==> src/rtl/bsc_consts.svh <==
`ifndef BSC_CONSTS_SVH
`define BSC_CONSTS_SVH
// ==========================================
// clock and timing
`define BSC_CLK_PERIOD_NS 4
`define BSC_REFRESH_NS 1500000
`define BSC_HALL_STEP_CYC 1536000
`define BSC_STEPS_PER_CYCLE 6
`define BSC_FRAC_CYC 13552941
`define BSC_CARRIER_MAX 9'h1FF
`define BSC_DEAD_CYC 5'h12
`define BSC_REFRESH_ON 9'h028
`define BSC_ANG_PER_SEC 8'h2B
`define BSC_DUTY_KNEE 8'hE0
`define BSC_DUTY_MAX 8'hFF
`define BSC_FG_WRAP 9'h140
`define BSC_FG_INC_24 9'h006
`define BSC_FG_INC_20 9'h005
`define BSC_FG_INC_08 9'h002
// ==========================================
// register map
`define BSC_OFS_CMD 12'h000
`define BSC_OFS_CFG 12'h004
`define BSC_OFS_STAT 12'h008
`define BSC_CMD_RST 32'h00000000
`define BSC_CFG_RST 32'h00000000
`define BSC_CMD_MASK 32'h000113FF
`define BSC_CFG_MASK 32'h001F030F
`define BSC_CMD_DUTY 7:0
`define BSC_CMD_RANGE 9:8
`define BSC_CMD_MODE_B 12
`define BSC_CMD_DIR 16
`define BSC_CFG_PULSE 3:0
`define BSC_CFG_SINE 9:8
`define BSC_CFG_LEAD 20:16
`define BSC_ST_SECTOR 2:0
`define BSC_ST_STATE 5:4
`define BSC_ST_SINE 8
`define BSC_ST_SLOW 9
`define BSC_ST_REV 10
`define BSC_ST_FRAC 11
// ==========================================
// codes
`define BSC_RNG_LOW 2'h0
`define BSC_RNG_REFRESH 2'h1
`define BSC_RNG_NORMAL 2'h2
`define BSC_RNG_TEST 2'h3
`define BSC_SINE_60A 2'h0
`define BSC_SINE_60B 2'h3
`define BSC_FG_3P 4'h0
`define BSC_FG_LEAD 4'h8
`define BSC_FG_1P 4'h9
`define BSC_SEC_BAD 3'h7
`define BSC_SEC_LAST 3'h5
`endif

==> src/rtl/bsc_pkg.sv <==
`default_nettype none
// ==========================================
// shared types
package bsc_pkg;
    typedef enum logic [1:0] {BSC_ST_IDLE = 2'b00, BSC_ST_REFRESH = 2'b01, BSC_ST_DRIVE = 2'b11} bsc_state_t;
    typedef enum logic [1:0] {BSC_PH_OFF = 2'b00, BSC_PH_LO = 2'b01, BSC_PH_HI = 2'b10} bsc_phase_t;
endpackage
`default_nettype wire

==> src/rtl/bsc_carrier.sv <==
`include "bsc_consts.svh"
`default_nettype none
// ==========================================
// free running carrier counter
module bsc_carrier (
    input wire logic pclk,
    input wire logic presetn,
    output logic [8:0] carrier_cnt
);
    import bsc_pkg::*;
    logic [8:0] cnt_nxt;
    // wrap after the last count of the period
    always_comb begin
        cnt_nxt = (carrier_cnt == `BSC_CARRIER_MAX) ? 9'h000 : carrier_cnt + 9'h001;
    end
    always_ff @(posedge pclk or negedge presetn) begin
        if (!presetn) begin
            carrier_cnt <= 9'h000;
        end else begin
            carrier_cnt <= cnt_nxt;
        end
    end
endmodule
`default_nettype wire

==> src/rtl/bsc_dead_time.sv <==
`include "bsc_consts.svh"
`default_nettype none
// ==========================================
// per phase gap between complementary devices
module bsc_dead_time (
    input wire logic pclk,
    input wire logic presetn,
    input wire bsc_pkg::bsc_phase_t want,
    output logic gate_hi,
    output logic gate_lo
);
    import bsc_pkg::*;
    bsc_phase_t grant_r, grant_nxt, last_r, last_nxt;
    logic [4:0] cnt_r, cnt_nxt;
    // switch off first, then wait before the opposite side turns on
    always_comb begin
        grant_nxt = grant_r;
        last_nxt = last_r;
        cnt_nxt = (cnt_r != 5'h00) ? cnt_r - 5'h01 : cnt_r;
        if (want != grant_r) begin
            if (grant_r != BSC_PH_OFF) begin
                grant_nxt = BSC_PH_OFF;
                cnt_nxt = `BSC_DEAD_CYC - 5'h01;
            end else if (want == last_r || cnt_r == 5'h00) begin
                grant_nxt = want;
                last_nxt = want;
            end
        end
    end
    always_ff @(posedge pclk or negedge presetn) begin
        if (!presetn) begin
            grant_r <= BSC_PH_OFF;
            last_r <= BSC_PH_OFF;
            cnt_r <= 5'h00;
            gate_hi <= 1'b0;
            gate_lo <= 1'b0;
        end else begin
            grant_r <= grant_nxt;
            last_r <= last_nxt;
            cnt_r <= cnt_nxt;
            gate_hi <= (grant_nxt == BSC_PH_HI);
            gate_lo <= (grant_nxt == BSC_PH_LO);
        end
    end
endmodule
`default_nettype wire

==> src/rtl/bsc_top.sv <==
`include "bsc_consts.svh"
`default_nettype none
// Notes on behaviour
// - square drive below 1 Hz, sine above
// - too slow beyond six step periods
// - slow or reversed: square, zero lead
// - fast: apply lead angle setting
// - carrier period is 512 clocks
// - 18 clock dead time on each phase
// - one pulse mode follows U hall
// - three pulse mode toggles on hall edges
// - fractional pulses, suppressed below 0.68 Hz
// - pulse select step decode
// - step 8 shows commutation timing
// - mode bit selects command interpretation B
// - mode A lowest level blocks gates
// - refresh: low sides 40 clocks only
// - duty follows command, full duty at knee and above
// - square drive forces low side 40 clocks
// - from stop refresh 1.5 ms first
// - test range: zero lead, max duty, sine only when fast
// - test range resyncs every 60 degrees
// - mode B lowest level is refresh
// - sine select picks 60 or 360 resync
module bsc_top #(
    parameter logic [23:0] SLOW_LIMIT = 24'(`BSC_HALL_STEP_CYC * `BSC_STEPS_PER_CYCLE),
    parameter logic [23:0] FRAC_LIMIT = 24'(`BSC_FRAC_CYC),
    parameter logic [18:0] REFRESH_CYC = 19'(`BSC_REFRESH_NS / `BSC_CLK_PERIOD_NS)
) (
    input wire logic pclk,
    input wire logic presetn,
    input wire logic [11:0] paddr,
    input wire logic psel,
    input wire logic penable,
    input wire logic pwrite,
    input wire logic [31:0] pwdata,
    output logic [31:0] prdata,
    output logic pready,
    output logic pslverr,
    input wire logic hall_u_pos,
    input wire logic hall_u_neg,
    input wire logic hall_v_pos,
    input wire logic hall_v_neg,
    input wire logic hall_w_pos,
    input wire logic hall_w_neg,
    output logic gate_uh,
    output logic gate_ul,
    output logic gate_vh,
    output logic gate_vl,
    output logic gate_wh,
    output logic gate_wl,
    output logic rotation_pulse_out
);
    import bsc_pkg::*;

    // ==========================================
    // helpers
    function automatic logic [23:0] sat_inc(input logic [23:0] v);
        return (v == 24'hFFFFFF) ? v : v + 24'h000001;
    endfunction

    function automatic logic [2:0] hall_sector(input logic [2:0] h);
        logic [2:0] s;
        s = `BSC_SEC_BAD;
        unique case (h)
            3'b100: s = 3'h0;
            3'b110: s = 3'h1;
            3'b010: s = 3'h2;
            3'b011: s = 3'h3;
            3'b001: s = 3'h4;
            3'b101: s = 3'h5;
            default: s = `BSC_SEC_BAD;
        endcase
        return s;
    endfunction

    function automatic logic [2:0] sec_step(input logic [2:0] s, input logic up);
        if (up) begin
            return (s == `BSC_SEC_LAST) ? 3'h0 : s + 3'h1;
        end
        return (s == 3'h0) ? `BSC_SEC_LAST : s - 3'h1;
    endfunction

    // parabolic sine sample scaled by duty, result in carrier counts
    function automatic logic [8:0] sine_on(input logic [7:0] a, input logic [7:0] d);
        logic [15:0] p;
        logic [7:0] m;
        logic [7:0] v;
        logic [15:0] q;
        p = {8'h00, 1'b0, a[6:0]} * {8'h00, 8'h80 - {1'b0, a[6:0]}};
        m = (p[15:12] != 4'h0) ? 8'hFF : p[11:4];
        v = a[7] ? 8'h80 - {1'b0, m[7:1]} : 8'h80 + {1'b0, m[7:1]};
        q = {8'h00, v} * {8'h00, d};
        return q[15:7];
    endfunction

    // ==========================================
    // hall synchronisers
    logic [5:0] hall_s1_r, hall_s2_r;
    logic [2:0] hall_prev_r;
    logic [2:0] hall;
    // two flops per pin, logic reads only the second
    always_ff @(posedge pclk or negedge presetn) begin
        if (!presetn) begin
            hall_s1_r <= 6'h00;
            hall_s2_r <= 6'h00;
            hall_prev_r <= 3'h0;
        end else begin
            hall_s1_r <= {hall_u_pos, hall_u_neg, hall_v_pos, hall_v_neg, hall_w_pos, hall_w_neg};
            hall_s2_r <= hall_s1_r;
            hall_prev_r <= hall;
        end
    end
    // differential pair to level
    assign hall = {hall_s2_r[5] & ~hall_s2_r[4], hall_s2_r[3] & ~hall_s2_r[2], hall_s2_r[1] & ~hall_s2_r[0]};

    // ==========================================
    // registers
    logic [31:0] cmd_r, cmd_nxt, cfg_r, cfg_nxt, prdata_nxt, stat_w;
    logic pready_nxt, pslverr_nxt;
    logic [1:0] range;
    logic [7:0] cmd_duty, lead_off;
    logic mode_b, cmd_dir;
    logic [3:0] pulse_sel;
    logic [1:0] sine_sel;
    bsc_state_t state_r, state_nxt;
    logic slow_r, rev_r, frac_ok_r, sine_mode;
    logic [2:0] sec_prev_r;
    // apb slave with one wait state
    always_comb begin
        cmd_nxt = cmd_r;
        cfg_nxt = cfg_r;
        prdata_nxt = prdata;
        pslverr_nxt = 1'b0;
        pready_nxt = psel & penable & ~pready;
        if (psel & penable & ~pready) begin
            prdata_nxt = 32'h00000000;
            case (paddr)
                `BSC_OFS_CMD: prdata_nxt = cmd_r;
                `BSC_OFS_CFG: prdata_nxt = cfg_r;
                `BSC_OFS_STAT: prdata_nxt = stat_w;
                default: pslverr_nxt = 1'b1;
            endcase
        end
        if (psel & penable & pready & pwrite) begin
            case (paddr)
                `BSC_OFS_CMD: cmd_nxt = pwdata & `BSC_CMD_MASK;
                `BSC_OFS_CFG: cfg_nxt = pwdata & `BSC_CFG_MASK;
                default: cmd_nxt = cmd_r;
            endcase
        end
    end
    always_ff @(posedge pclk or negedge presetn) begin
        if (!presetn) begin
            cmd_r <= `BSC_CMD_RST;
            cfg_r <= `BSC_CFG_RST;
            prdata <= 32'h00000000;
            pready <= 1'b0;
            pslverr <= 1'b0;
        end else begin
            cmd_r <= cmd_nxt;
            cfg_r <= cfg_nxt;
            prdata <= prdata_nxt;
            pready <= pready_nxt;
            pslverr <= pslverr_nxt;
        end
    end
    // field decode and status word
    assign range = cmd_r[`BSC_CMD_RANGE];
    assign cmd_duty = cmd_r[`BSC_CMD_DUTY];
    assign mode_b = cmd_r[`BSC_CMD_MODE_B];
    assign cmd_dir = cmd_r[`BSC_CMD_DIR];
    assign pulse_sel = cfg_r[`BSC_CFG_PULSE];
    assign sine_sel = cfg_r[`BSC_CFG_SINE];
    always_comb begin
        stat_w = 32'h00000000;
        stat_w[`BSC_ST_SECTOR] = sec_prev_r;
        stat_w[`BSC_ST_STATE] = state_r;
        stat_w[`BSC_ST_SINE] = sine_mode;
        stat_w[`BSC_ST_SLOW] = slow_r;
        stat_w[`BSC_ST_REV] = rev_r;
        stat_w[`BSC_ST_FRAC] = frac_ok_r;
    end

    // ==========================================
    // speed measurement on U period
    logic [23:0] u_cnt_r, u_cnt_nxt;
    logic slow_nxt, frac_ok_nxt, seen_r, seen_nxt, u_rise;
    assign u_rise = hall[2] & ~hall_prev_r[2];
    always_comb begin
        u_cnt_nxt = sat_inc(u_cnt_r);
        seen_nxt = seen_r;
        slow_nxt = slow_r | (u_cnt_r > SLOW_LIMIT);
        frac_ok_nxt = frac_ok_r & (u_cnt_r <= FRAC_LIMIT);
        if (u_rise) begin
            u_cnt_nxt = 24'h000000;
            seen_nxt = 1'b1;
            slow_nxt = ~seen_r | (u_cnt_r > SLOW_LIMIT);
            frac_ok_nxt = seen_r & (u_cnt_r <= FRAC_LIMIT);
        end
    end
    always_ff @(posedge pclk or negedge presetn) begin
        if (!presetn) begin
            u_cnt_r <= 24'h000000;
            seen_r <= 1'b0;
            slow_r <= 1'b1;
            frac_ok_r <= 1'b0;
        end else begin
            u_cnt_r <= u_cnt_nxt;
            seen_r <= seen_nxt;
            slow_r <= slow_nxt;
            frac_ok_r <= frac_ok_nxt;
        end
    end
    assign sine_mode = ~slow_r & ~rev_r;
    assign lead_off = (sine_mode & (range != `BSC_RNG_TEST))
        ? 8'(({3'h0, cfg_r[`BSC_CFG_LEAD]} * 8'h04) / 8'h03) : 8'h00;

    // ==========================================
    // rotor angle estimate between hall edges
    logic [2:0] sector, lsec, sec_prev_nxt;
    logic [23:0] sec_cnt_r, sec_cnt_nxt, sec_per_r, sec_per_nxt, acc_r, acc_nxt, acc_sum;
    logic [7:0] angle_r, angle_nxt, left_r, left_nxt;
    logic rev_nxt, ang_step, resync60;
    assign sector = hall_sector(hall);
    assign lsec = (cmd_dir && sector != 3'h0) ? 3'h6 - sector : sector;
    assign resync60 = (sine_sel == `BSC_SINE_60A) || (sine_sel == `BSC_SINE_60B)
        || (range == `BSC_RNG_TEST);
    always_comb begin
        sec_cnt_nxt = sat_inc(sec_cnt_r);
        sec_per_nxt = sec_per_r;
        sec_prev_nxt = sec_prev_r;
        rev_nxt = rev_r;
        angle_nxt = angle_r;
        left_nxt = left_r;
        acc_nxt = acc_r;
        ang_step = 1'b0;
        acc_sum = acc_r + {16'h0000, `BSC_ANG_PER_SEC};
        if (sector != `BSC_SEC_BAD && sector != sec_prev_r) begin
            sec_prev_nxt = sector;
            sec_per_nxt = sec_cnt_r;
            sec_cnt_nxt = 24'h000000;
            acc_nxt = 24'h000000;
            left_nxt = `BSC_ANG_PER_SEC;
            if (sec_prev_r != `BSC_SEC_BAD) begin
                rev_nxt = (sector == sec_step(sec_prev_r, cmd_dir));
            end
            if (resync60 || lsec == 3'h0) begin
                angle_nxt = 8'(lsec * `BSC_ANG_PER_SEC) + lead_off;
            end
        end else if (left_r != 8'h00) begin
            acc_nxt = acc_sum;
            if (acc_sum >= sec_per_r) begin
                acc_nxt = acc_sum - sec_per_r;
                angle_nxt = angle_r + 8'h01;
                left_nxt = left_r - 8'h01;
                ang_step = 1'b1;
            end
        end
    end
    always_ff @(posedge pclk or negedge presetn) begin
        if (!presetn) begin
            sec_cnt_r <= 24'h000000;
            sec_per_r <= 24'hFFFFFF;
            sec_prev_r <= `BSC_SEC_BAD;
            rev_r <= 1'b0;
            angle_r <= 8'h00;
            left_r <= 8'h00;
            acc_r <= 24'h000000;
        end else begin
            sec_cnt_r <= sec_cnt_nxt;
            sec_per_r <= sec_per_nxt;
            sec_prev_r <= sec_prev_nxt;
            rev_r <= rev_nxt;
            angle_r <= angle_nxt;
            left_r <= left_nxt;
            acc_r <= acc_nxt;
        end
    end

    // ==========================================
    // drive state: idle, refresh before start, drive
    logic [18:0] ref_cnt_r, ref_cnt_nxt;
    logic drive_rng, refresh_rng;
    assign drive_rng = mode_b ? (range != `BSC_RNG_LOW) : (range == `BSC_RNG_NORMAL || range == `BSC_RNG_TEST);
    assign refresh_rng = mode_b ? (range == `BSC_RNG_LOW) : (range == `BSC_RNG_REFRESH);
    always_comb begin
        state_nxt = state_r;
        ref_cnt_nxt = ref_cnt_r;
        unique case (state_r)
            BSC_ST_IDLE: begin
                ref_cnt_nxt = 19'h00000;
                if (drive_rng) begin
                    state_nxt = slow_r ? BSC_ST_REFRESH : BSC_ST_DRIVE;
                end
            end
            BSC_ST_REFRESH: begin
                ref_cnt_nxt = ref_cnt_r + 19'h00001;
                if (!drive_rng) begin
                    state_nxt = BSC_ST_IDLE;
                end else if (ref_cnt_r == REFRESH_CYC - 19'h00001) begin
                    state_nxt = BSC_ST_DRIVE;
                end
            end
            BSC_ST_DRIVE: begin
                if (!drive_rng) begin
                    state_nxt = BSC_ST_IDLE;
                end
            end
            default: state_nxt = BSC_ST_IDLE;
        endcase
    end
    always_ff @(posedge pclk or negedge presetn) begin
        if (!presetn) begin
            state_r <= BSC_ST_IDLE;
            ref_cnt_r <= 19'h00000;
        end else begin
            state_r <= state_nxt;
            ref_cnt_r <= ref_cnt_nxt;
        end
    end

    // ==========================================
    // phase requests
    logic [8:0] carrier_cnt, on_sq;
    logic [7:0] eff_duty, ang_v, ang_w;
    bsc_phase_t want_u, want_v, want_w;
    logic [5:0] sq;
    logic in_ref;
    assign eff_duty = (range == `BSC_RNG_TEST || cmd_duty >= `BSC_DUTY_KNEE) ? `BSC_DUTY_MAX : cmd_duty;
    assign on_sq = {eff_duty, 1'b0};
    assign in_ref = carrier_cnt < `BSC_REFRESH_ON;
    assign ang_v = cmd_dir ? angle_r + 8'hAB : angle_r - 8'hAB;
    assign ang_w = cmd_dir ? angle_r - 8'hAB : angle_r + 8'hAB;
    // pwm phase, low phase, floating phase per sector
    always_comb begin
        sq = 6'b000000;
        unique case (sector)
            3'h0: sq = 6'b100100;
            3'h1: sq = 6'b100001;
            3'h2: sq = 6'b001001;
            3'h3: sq = 6'b011000;
            3'h4: sq = 6'b010010;
            3'h5: sq = 6'b000110;
            default: sq = 6'b000000;
        endcase
        if (cmd_dir) begin
            sq = {sq[4], sq[5], sq[2], sq[3], sq[0], sq[1]};
        end
    end
    function automatic bsc_phase_t sq_req(input logic [1:0] code, input logic [8:0] cnt, input logic [8:0] on,
                                         input logic refr);
        if (code == 2'b10) begin
            if (refr) begin
                return BSC_PH_LO;
            end
            return (cnt < on) ? BSC_PH_HI : BSC_PH_OFF;
        end
        return (code == 2'b01) ? BSC_PH_LO : BSC_PH_OFF;
    endfunction
    always_comb begin
        want_u = BSC_PH_OFF;
        want_v = BSC_PH_OFF;
        want_w = BSC_PH_OFF;
        if (state_r == BSC_ST_DRIVE) begin
            if (sine_mode) begin
                want_u = (carrier_cnt < sine_on(angle_r, eff_duty)) ? BSC_PH_HI : BSC_PH_LO;
                want_v = (carrier_cnt < sine_on(ang_v, eff_duty)) ? BSC_PH_HI : BSC_PH_LO;
                want_w = (carrier_cnt < sine_on(ang_w, eff_duty)) ? BSC_PH_HI : BSC_PH_LO;
            end else begin
                want_u = sq_req(sq[5:4], carrier_cnt, on_sq, in_ref);
                want_v = sq_req(sq[3:2], carrier_cnt, on_sq, in_ref);
                want_w = sq_req(sq[1:0], carrier_cnt, on_sq, in_ref);
            end
        end else if ((state_r == BSC_ST_REFRESH || refresh_rng) && in_ref) begin
            want_u = BSC_PH_LO;
            want_v = BSC_PH_LO;
            want_w = BSC_PH_LO;
        end
    end

    bsc_carrier u_carrier (.pclk(pclk), .presetn(presetn), .carrier_cnt(carrier_cnt));
    bsc_dead_time u_dt_u (.pclk(pclk), .presetn(presetn), .want(want_u), .gate_hi(gate_uh), .gate_lo(gate_ul));
    bsc_dead_time u_dt_v (.pclk(pclk), .presetn(presetn), .want(want_v), .gate_hi(gate_vh), .gate_lo(gate_vl));
    bsc_dead_time u_dt_w (.pclk(pclk), .presetn(presetn), .want(want_w), .gate_hi(gate_wh), .gate_lo(gate_wl));

    // ==========================================
    // rotation pulse output
    logic tog_r, tog_nxt, frac_r, frac_nxt, fg_nxt;
    logic [8:0] fg_acc_r, fg_acc_nxt, fg_inc, fg_sum;
    always_comb begin
        unique case (pulse_sel)
            4'h1, 4'h2: fg_inc = `BSC_FG_INC_24;
            4'h3, 4'h4: fg_inc = `BSC_FG_INC_20;
            4'h5, 4'h6: fg_inc = `BSC_FG_INC_08;
            default: fg_inc = 9'h000;
        endcase
        fg_sum = fg_acc_r + fg_inc;
        tog_nxt = tog_r ^ (hall != hall_prev_r);
        fg_acc_nxt = fg_acc_r;
        frac_nxt = frac_r;
        if (!frac_ok_r) begin
            fg_acc_nxt = 9'h000;
            frac_nxt = 1'b0;
        end else if (ang_step) begin
            fg_acc_nxt = fg_sum;
            if (fg_sum >= `BSC_FG_WRAP) begin
                fg_acc_nxt = fg_sum - `BSC_FG_WRAP;
                frac_nxt = ~frac_r;
            end
        end
        if (pulse_sel == `BSC_FG_3P) begin
            fg_nxt = tog_nxt;
        end else if (pulse_sel == `BSC_FG_1P) begin
            fg_nxt = hall[2];
        end else if (pulse_sel == `BSC_FG_LEAD) begin
            fg_nxt = ~angle_r[7];
        end else if (fg_inc != 9'h000) begin
            fg_nxt = frac_nxt;
        end else begin
            fg_nxt = 1'b0;
        end
    end
    always_ff @(posedge pclk or negedge presetn) begin
        if (!presetn) begin
            tog_r <= 1'b0;
            frac_r <= 1'b0;
            fg_acc_r <= 9'h000;
            rotation_pulse_out <= 1'b0;
        end else begin
            tog_r <= tog_nxt;
            frac_r <= frac_nxt;
            fg_acc_r <= fg_acc_nxt;
            rotation_pulse_out <= fg_nxt;
        end
    end
endmodule
`default_nettype wire

==> config.mk <==
export PLATFORM = sky130hd
export DESIGN_NAME = bsc_top
export DESIGN_NICKNAME = d
export VERILOG_FILES = /design/src/rtl/bsc_pkg.sv /design/src/rtl/bsc_carrier.sv /design/src/rtl/bsc_dead_time.sv /design/src/rtl/bsc_top.sv
export VERILOG_INCLUDE_DIRS = /design/src /design/src/rtl
export SDC_FILE = /design/constraint.sdc
export NUM_CORES = 1
export LEC_CHECK = 0
export ABC_AREA = 1
export BUFFER_PORTS_ARGS = -buffer_cell sky130_fd_sc_hd__buf_4
export CORE_ASPECT_RATIO = 0.75
export CORE_UTILIZATION = 56
export CTS_BUF_LIST = sky130_fd_sc_hd__clkbuf_2 sky130_fd_sc_hd__clkbuf_4 sky130_fd_sc_hd__clkbuf_8
export DETAILED_ROUTE_END_ITERATION = 8
export PLACE_DENSITY = 0.75
export SYNTH_ARGS = -nofsm -noshare
export SYNTH_HDL_FRONTEND = slang
export SYNTH_SLANG_ARGS = --single-unit
export TNS_END_PERCENT = 5
==> constraint.sdc <==
create_clock -name pclk -period 13.7 [get_ports pclk]
set_clock_uncertainty 0.1 [all_clocks]
set_input_delay 0.685 -clock pclk [delete_from_list [all_inputs] [get_ports pclk]]
set_output_delay 0.685 -clock pclk [all_outputs]
set_load 0.05 [all_outputs]
==> results of run 1 <==
## path summary, 6_finish.rpt
| kind | cells after the start | endpoint | slack, ps | start |
|---|---|---|---|---|
| min in group pclk | 1 | hall_s1_r[2] | 80 | hall_v_neg |
| min reg2reg | 0 | hall_s2_r[5] | 250 | hall_s1_r[5] |
| max | 71 | u_dt_v.gate_hi | 820 | angle_r[0] |
| max reg2reg | 71 | u_dt_v.gate_hi | 820 | angle_r[0] |
| min | 1 | acc_r[23] | -20 | presetn |
| max in group asynchronous | 2 | angle_r[1] | 12010 | presetn |
## per-stage QoR
stage / area, µm² / hold WS (ps) / setup slack [ps] / util (%)
floorplan: 27800 / 231 / 1630 / -
global placement: 29000 / 231 / 961 / 59.4
detailed placement: 29000 / 236 / 740 / 59.4
CTS: 30100 / 36.4 / 677 / 61.6
global route: 30100 / 56.5 / 1.72 / 61.7
finish: 30100 / -18.9 / 819 / 61.7
## sequential cells by signal (all words and copies together), names as in the netlist, 3 cells and up
name	count
acc_r	24
sec_cnt_r	24
sec_per_r	24
u_cnt_r	24
ref_cnt_r	19
prdata	18
cmd_r	12
cfg_r	11
fg_acc_r	9
u_carrier.carrier_cnt	9
angle_r	8
left_r	8
hall_s1_r	6
hall_s2_r	6
u_dt_u.cnt_r	5
u_dt_v.cnt_r	5
u_dt_w.cnt_r	5
hall_prev_r	3
sec_prev_r	3
## worst max-delay path: cells and delay by family (launching register included)
kind                       cells  cell delay, ps
AOI/OAI and AO/OA              3             550
DFF                            1             520
buffers and inverters         16            1440
and+or+nand+nor               36            3600
xor gates and xnor gates       2             350
adders and majority gates     14            6180
## repair_timing
item | 4_1_cts | 5_1_grt
buffers inserted | 0 | 1
setup endpoints to repair | 0 | 22
gates resized for setup | 0 | 9
## final cells by class
class	instances	area, µm²
Fill cell	4338	18700
Tap cell	648	811
Clock inverter	20	245
Timing Repair Buffer	95	721
Multi-Input combinational cell	2667	18500
Sequential cell	252	6340
Inverter	701	2640
Clock buffer	64	843
## cell families (layout without fill, tap and decap cells)
| kind of cell | count (synthesis) | after routing | synth area share [%] |
|---|---|---|---|
| xor gates and xnor gates | 129 | 129 | 4.08 |
| other | 2 | 35 | 0.0271 |
| DFF | 252 | 252 | 22.9 |
| adders and majority gates | 513 | 513 | 28.5 |
| buffers and inverters | 778 | 880 | 10.9 |
| and+or+nand+nor | 1488 | 1488 | 23.3 |
| AOI/OAI and AO/OA | 498 | 498 | 10.2 |
| muxes | 4 | 4 | 0.163 |
## cells in the final DEF, fill, tap and decap left out, types with 30 or more instances in the layout
cell type    n
nand2_1    721
a21oi_1    163
inv_1      670
clkbuf_8    58
conb_1      35
ha_1       317
nand2_2     53
xnor2_1     53
xor2_1      72
nand3_1    121
nand4_1     34
nor3_1      82
fa_1       195
nor2_1     374
o22ai_1     30
buf_4       94
o21ai_0    186
dfrtp_1    222
## per-layer routing
| layer | global-route usage, % | vias to the layer above |
|---|---|---|
| met5 | 0 | - |
| met4 | 7.50 | 0 |
| met3 | 3.53 | 91 |
| met2 | 38.4 | 684 |
| met1 | 41.5 | 11200 |
| li1 | - | 11800 |
==> results by group, run 1 <==
Outcome
  – Outcome: finished, violations left
  – Failing checks: negative hold slack

GRT
  – Global-route wire length before repair: 111000 µm
  – Gr ovfl total: 0
  – Initial antenna violation count: 0
  – Vias in the first global route: 22700
  – Largest net degree at the start of global routing: 118
  – GRT Util Overall: 26.7%

Floorplan
  – Die height: 195 µm
  – Die width: 259 µm
  – CORE AREA: 48800 µm²
  – Initial Util: 56.8%
  – Num rows: 70
  – IO Count: 96
  – Die Area: 50300 µm²

Worst setup path
  – Worst Path Required: 14120 ps
  – Crit-path max FO: 12
  – Crit start category: flip-flop
  – Crit path max-delay cell type: fa_1
  – Critical Path Most Common Cell: nand2_1
  – WS Path Type: reg2reg
  – Crit path capture type: flip-flop
  – CP arrival: 13300 ps
  – CP peak stage delay: 530 ps

STA
  – Final setup TNS: 0 ps
  – Slew @ Worst Pin: 918 ps
  – Fin. Hold Viols: 4
  – RSZ-0062 raised after global routing: no
  – Slew margin rel.: 38.8%
  – Hold_ws: -18.9 ps
  – Period utilization: 94.0%
  – Final number of max-transition violations: 0
  – Min Tclk post-route: 12880 ps
  – Max Freq: 77.6 MHz
  – Final setup violation count: 0

Logic synthesis
  – Largest area contributor in the netlist: dfrtp_1
  – Post-synthesis average cell area: 7.56 µm²
  – Mapped Area: 27700 µm²
  – Number of flops mapped to enable cells by yosys: 0
  – Top-area cell type share of the netlist area: 20.2%
  – Synth Warn #: 0
  – Netlist cell types: 65
  – FF+latch count, synth: 252
  – Async SR Flop Fraction: 100%
  – Mapped Cells: 3664
  – Synth area leaders: dfrtp_1 (20%), ha_1 (14%), fa_1 (14%), nand2_1 (9.8%), inv_1 (9.1%)
  – Commonest cells in the netlist: nand2_1 (722), inv_1 (670), nor2_1 (374), ha_1 (318), dfrtp_1 (224)
  – Post-synth top flop: dfrtp_1
  – Seq/Total Area, Yosys: 22.9%
  – Top-count cell post-synth: nand2_1

Run
  – Max cap viols: 0

Clock tree
  – CTS tree: yes
  – Worst-case clock buffer depth: 3
  – Root Buffer: clkbuf_8
  – Worst-skew pair later-pin latency: 620 ps
  – Clock-pin slew on the worst setup and hold paths: 60 ps
  – Sink Count: 252
  – CTS Buf Count: 45
  – H-tree depth: 2
  – CTS Hold Bufs: 0

Finish
  – Antenna diodes: 0
  – Area Overhead vs Synth: 8.77%
  – Share of layout cells above drive strength 1: 9.69%
  – NumNets Final: 4330
  – Final cell count without fillers: 4447

Routing
  – DRT antenna net count: 0
  – Wire per inst: 14.7 µm
  – Drc violations: 0
  – Met2 WL: 26500 µm
  – WL met3: 4330 µm
  – Top layer reached by signal wires: met4
  – DR pass1 iterations: 6
  – Initial drt markers: 2115
  – Vias/cell: 5.34
  – WL met1: 33000 µm
  – Vias after detailed routing: 23800
  – Routed WL: 65300 µm

Placement
  – Hpwl dp: 51600 µm
  – Final RePlAce weighted congestion: 0.909
  – I/O Buffers: 65
  – DP Cell Count: 4362

Min path
  – HP Class: in2async
Power of run 1 is not shown: default switching activity piles up to over one toggle a cycle in this logic, so the estimate is an artifact.
==> inputs of run 2 (changes only) <==
ABC_AREA = default   (was 1)
==> results by group, run 2 <==
STA
  – Slew @ Worst Pin: 1130 ps (+217 ps)
  – RSZ-0062 raised after global routing: yes
  – Max Freq: 74.7 MHz (-3.8%)
  – Slew margin rel.: 24.3% (-14 points)
  – Hold_ws: -8.41 ps (+10.5 ps)
  – Final number of max-transition violations: 0 (unchanged)
  – Final setup violation count: 0 (unchanged)
  – Period utilization: 97.7% (+3.7 points)
  – Min Tclk post-route: 13380 ps (+503 ps)
  – Fin. Hold Viols: 2 (-2)
  – Setup WS post-layout: 316 ps (-503 ps)

Clock tree
  – Root Buffer: clkbuf_8
  – Worst-skew pair later-pin latency: 620 ps (about the same)
  – CTS Hold Bufs: 0 (unchanged)
  – CTS tree: yes
  – H-tree depth: 2 (unchanged)
  – Sink Count: 252 (unchanged)
  – CTS Buf Count: 42 (-6.7%)
  – Clock-pin slew on the worst setup and hold paths: 60 ps (about the same)
  – Worst-case clock buffer depth: 3 (unchanged)

Outcome
  – Outcome: finished, violations left
  – Failing checks: negative hold slack

Placement
  – DP Cell Count: 3826 (-12%)
  – Final RePlAce weighted congestion: 0.918 (+1.0%)
  – Hpwl dp: 50900 µm (-1.2%)
  – I/O Buffers: 65 (unchanged)
  – Dpl ws: -129 ps (-869 ps)
  – Placed instance area: 28500 µm² (-1.5%)

Worst setup path
  – CP peak stage delay: 560 ps (+30 ps)
  – Crit-path max FO: 8 (-4)
  – Cell depth of the worst flop-to-flop path: 55 (-23%)
  – Crit start category: flip-flop
  – Crit path max-delay cell type: fa_1
  – Crit path capture type: flip-flop
  – WS Path Type: reg2reg
  – CP arrival: 13810 ps (+510 ps)
  – Worst reg2reg endpoint: u_dt_v.grant_r[1]
  – CP bufs+invs: 7 (-9)
  – CP delay by family, top: adder cells
  – Critical Path Most Common Cell: fa_1
  – Worst Path Required: 14130 ps (about the same)
  – Worst r2r src: angle_r[1]
  – Internal reg-to-reg setup slack: 320 ps (-500 ps)

Floorplan
  – IO Count: 96 (unchanged)
  – CORE AREA: 47700 µm² (-2.3%)
  – Die width: 257 µm (-0.81%)
  – Initial Util: 57.2% (+0.40 points)
  – Die Area: 49500 µm² (-1.6%)
  – Die height: 193 µm (-0.81%)
  – Num rows: 69 (-1.4%)

Finish
  – Final cell count without fillers: 3918 (-12%)
  – Utilization after layout: 63.1% (+1.4 points)
  – Antenna diodes: 0 (unchanged)
  – Share of layout cells above drive strength 1: 11.3% (+1.6 points)
  – Commonest non-fill, non-tap cell in the layout: nor2_1
  – NumNets Final: 3814 (-12%)
  – Area Overhead vs Synth: 10.4%
  – Most frequent cells in the layout: nor2_1 (421), ha_1 (310), inv_1 (309)
  – Final Instance Area: 30100 µm² (-0.17%)

Routing
  – Top layer reached by signal wires: met4
  – WL met1: 30800 µm (-6.6%)
  – DRT antenna net count: 0 (unchanged)
  – Drc violations: 0 (unchanged)
  – Initial drt markers: 1824 (-14%)
  – WL met3: 4960 µm (+15%)
  – Wire per inst: 17.2 µm (+17%)
  – DR pass1 iterations: 6 (unchanged)
  – Vias/cell: 5.79 (+8.3%)
  – Met2 WL: 30400 µm (+15%)
  – Routed WL: 67200 µm (+3.0%)
  – Vias after detailed routing: 22700 (-4.6%)

Logic synthesis
  – Top-count cell post-synth: nor2_1
  – Number of flops mapped to enable cells by yosys: 0 (unchanged)
  – Post-synthesis mux area share: 2.14% (+2.0 points)
  – Mapped Area: 27200 µm² (-1.6%)
  – Post-synthesis average cell area: 8.63 µm² (+14%)
  – Adder-cell area share of the yosys netlist: 28.9% (+0.47 points)
  – Synth Warn #: 0 (unchanged)
  – Seq/Total Area, Yosys: 23.3% (+0.38 points)
  – Synth area leaders: dfrtp_1 (21%), ha_1 (15%), fa_1 (14%), nor2_1 (5.9%), inv_1 (4.3%)
  – Post-synth top flop: dfrtp_1
  – Xor/xnor share of the synthesized area: 6.88% (+2.8 points)
  – Largest family of logic cells by synthesized area: adder cells
  – Compound-Gate Fraction of Synth Area: 13.1% (+2.9 points)
  – Mapped Cells: 3156 (-14%)
  – Synth Area in Simple Gates: 19.5% (-3.9 points)
  – FF+latch count, synth: 252 (unchanged)
  – Commonest cells in the netlist: nor2_1 (429), ha_1 (318), inv_1 (312), nand2_1 (252), dfrtp_1 (224)
  – Top-area cell type share of the netlist area: 20.6% (+0.33 points)
  – Netlist cell types: 92 (+42%)
  – Largest area contributor in the netlist: dfrtp_1
  – Async SR Flop Fraction: 100% (unchanged)

GRT
  – Vias in the first global route: 23000 (+0.96%)
  – Gr ovfl total: 0 (unchanged)
  – Global-route wire length before repair: 113000 µm (+1.6%)
  – GRT Util Overall: 27.6% (+0.89 points)
  – Largest net degree at the start of global routing: 118 (unchanged)
  – Initial antenna violation count: 0 (unchanged)

Min path
  – HP Class: in2async

Run
  – Max cap viols: 0 (unchanged)
## run 2: changes by cell type after synthesis, moves of 34 or more
cell | previous run | this run
nand2_2 | 52 | 0
clkbuf_1 | 46 | 80
nand2_1 | 722 | 252
a21o_1 | 5 | 41
nand3_1 | 121 | 71
nor2_1 | 374 | 429
inv_1 | 670 | 312
nand2b_1 | 0 | 68
xnor2_1 | 56 | 110
## run 2: stage by stage
step	hold slack, ps	TNS (ps)
after floorplan	231	0
after global placement	235	0
after detailed placement	238	-508
after CTS	39.2	0
after global routing	47.7	-1640
final	-8.41	0
## run 2: worst max path at each step
stage,start,to,slack [ps],cells past startpoint
final,angle_r[1],u_dt_v.grant_r[1],320,55
after global routing,angle_r[1],u_dt_v.gate_hi,-180,57
after CTS,angle_r[1],u_dt_v.grant_r[1],10,52
after detailed placement,angle_r[1],u_dt_v.grant_r[1],-130,51
after global placement,angle_r[1],u_dt_v.gate_hi,240,51
after floorplan,angle_r[0],u_dt_v.gate_hi,80,57
## run 2: layer usage
metal | up-vias | global-route usage, %
li1 | 10800 | -
met1 | 11000 | 39.4
met2 | 756 | 43.2
met3 | 105 | 5.41
met4 | 0 | 6.68
met5 | - | 0
## run 2: final cells by class
class / instances / area [µm²]
timing repair buffer: 124 / 942
tap: 639 / 800
sequential: 252 / 6340
inverter: 321 / 1210
clock inverter: 12 / 155
clock buffer: 65 / 870
multi-input combinational: 2505 / 19700
fill: 3937 / 17600
## run 2: timing repair
action,4_1_cts,5_1_grt
buffers inserted,0,15
setup endpoints to repair,7,33
pin swaps,0,14
resized for setup,5,79
## run 2: cells by family after synthesis
kind of cell               after synthesis
and+or+nand+nor                       1131
AOI/OAI and AO/OA                      557
other                                    2
buffers and inverters                  432
muxes                                   55
xor gates and xnor gates               214
DFF                                    252
adders and majority gates              513
Power of run 2 is left out for the same reason.
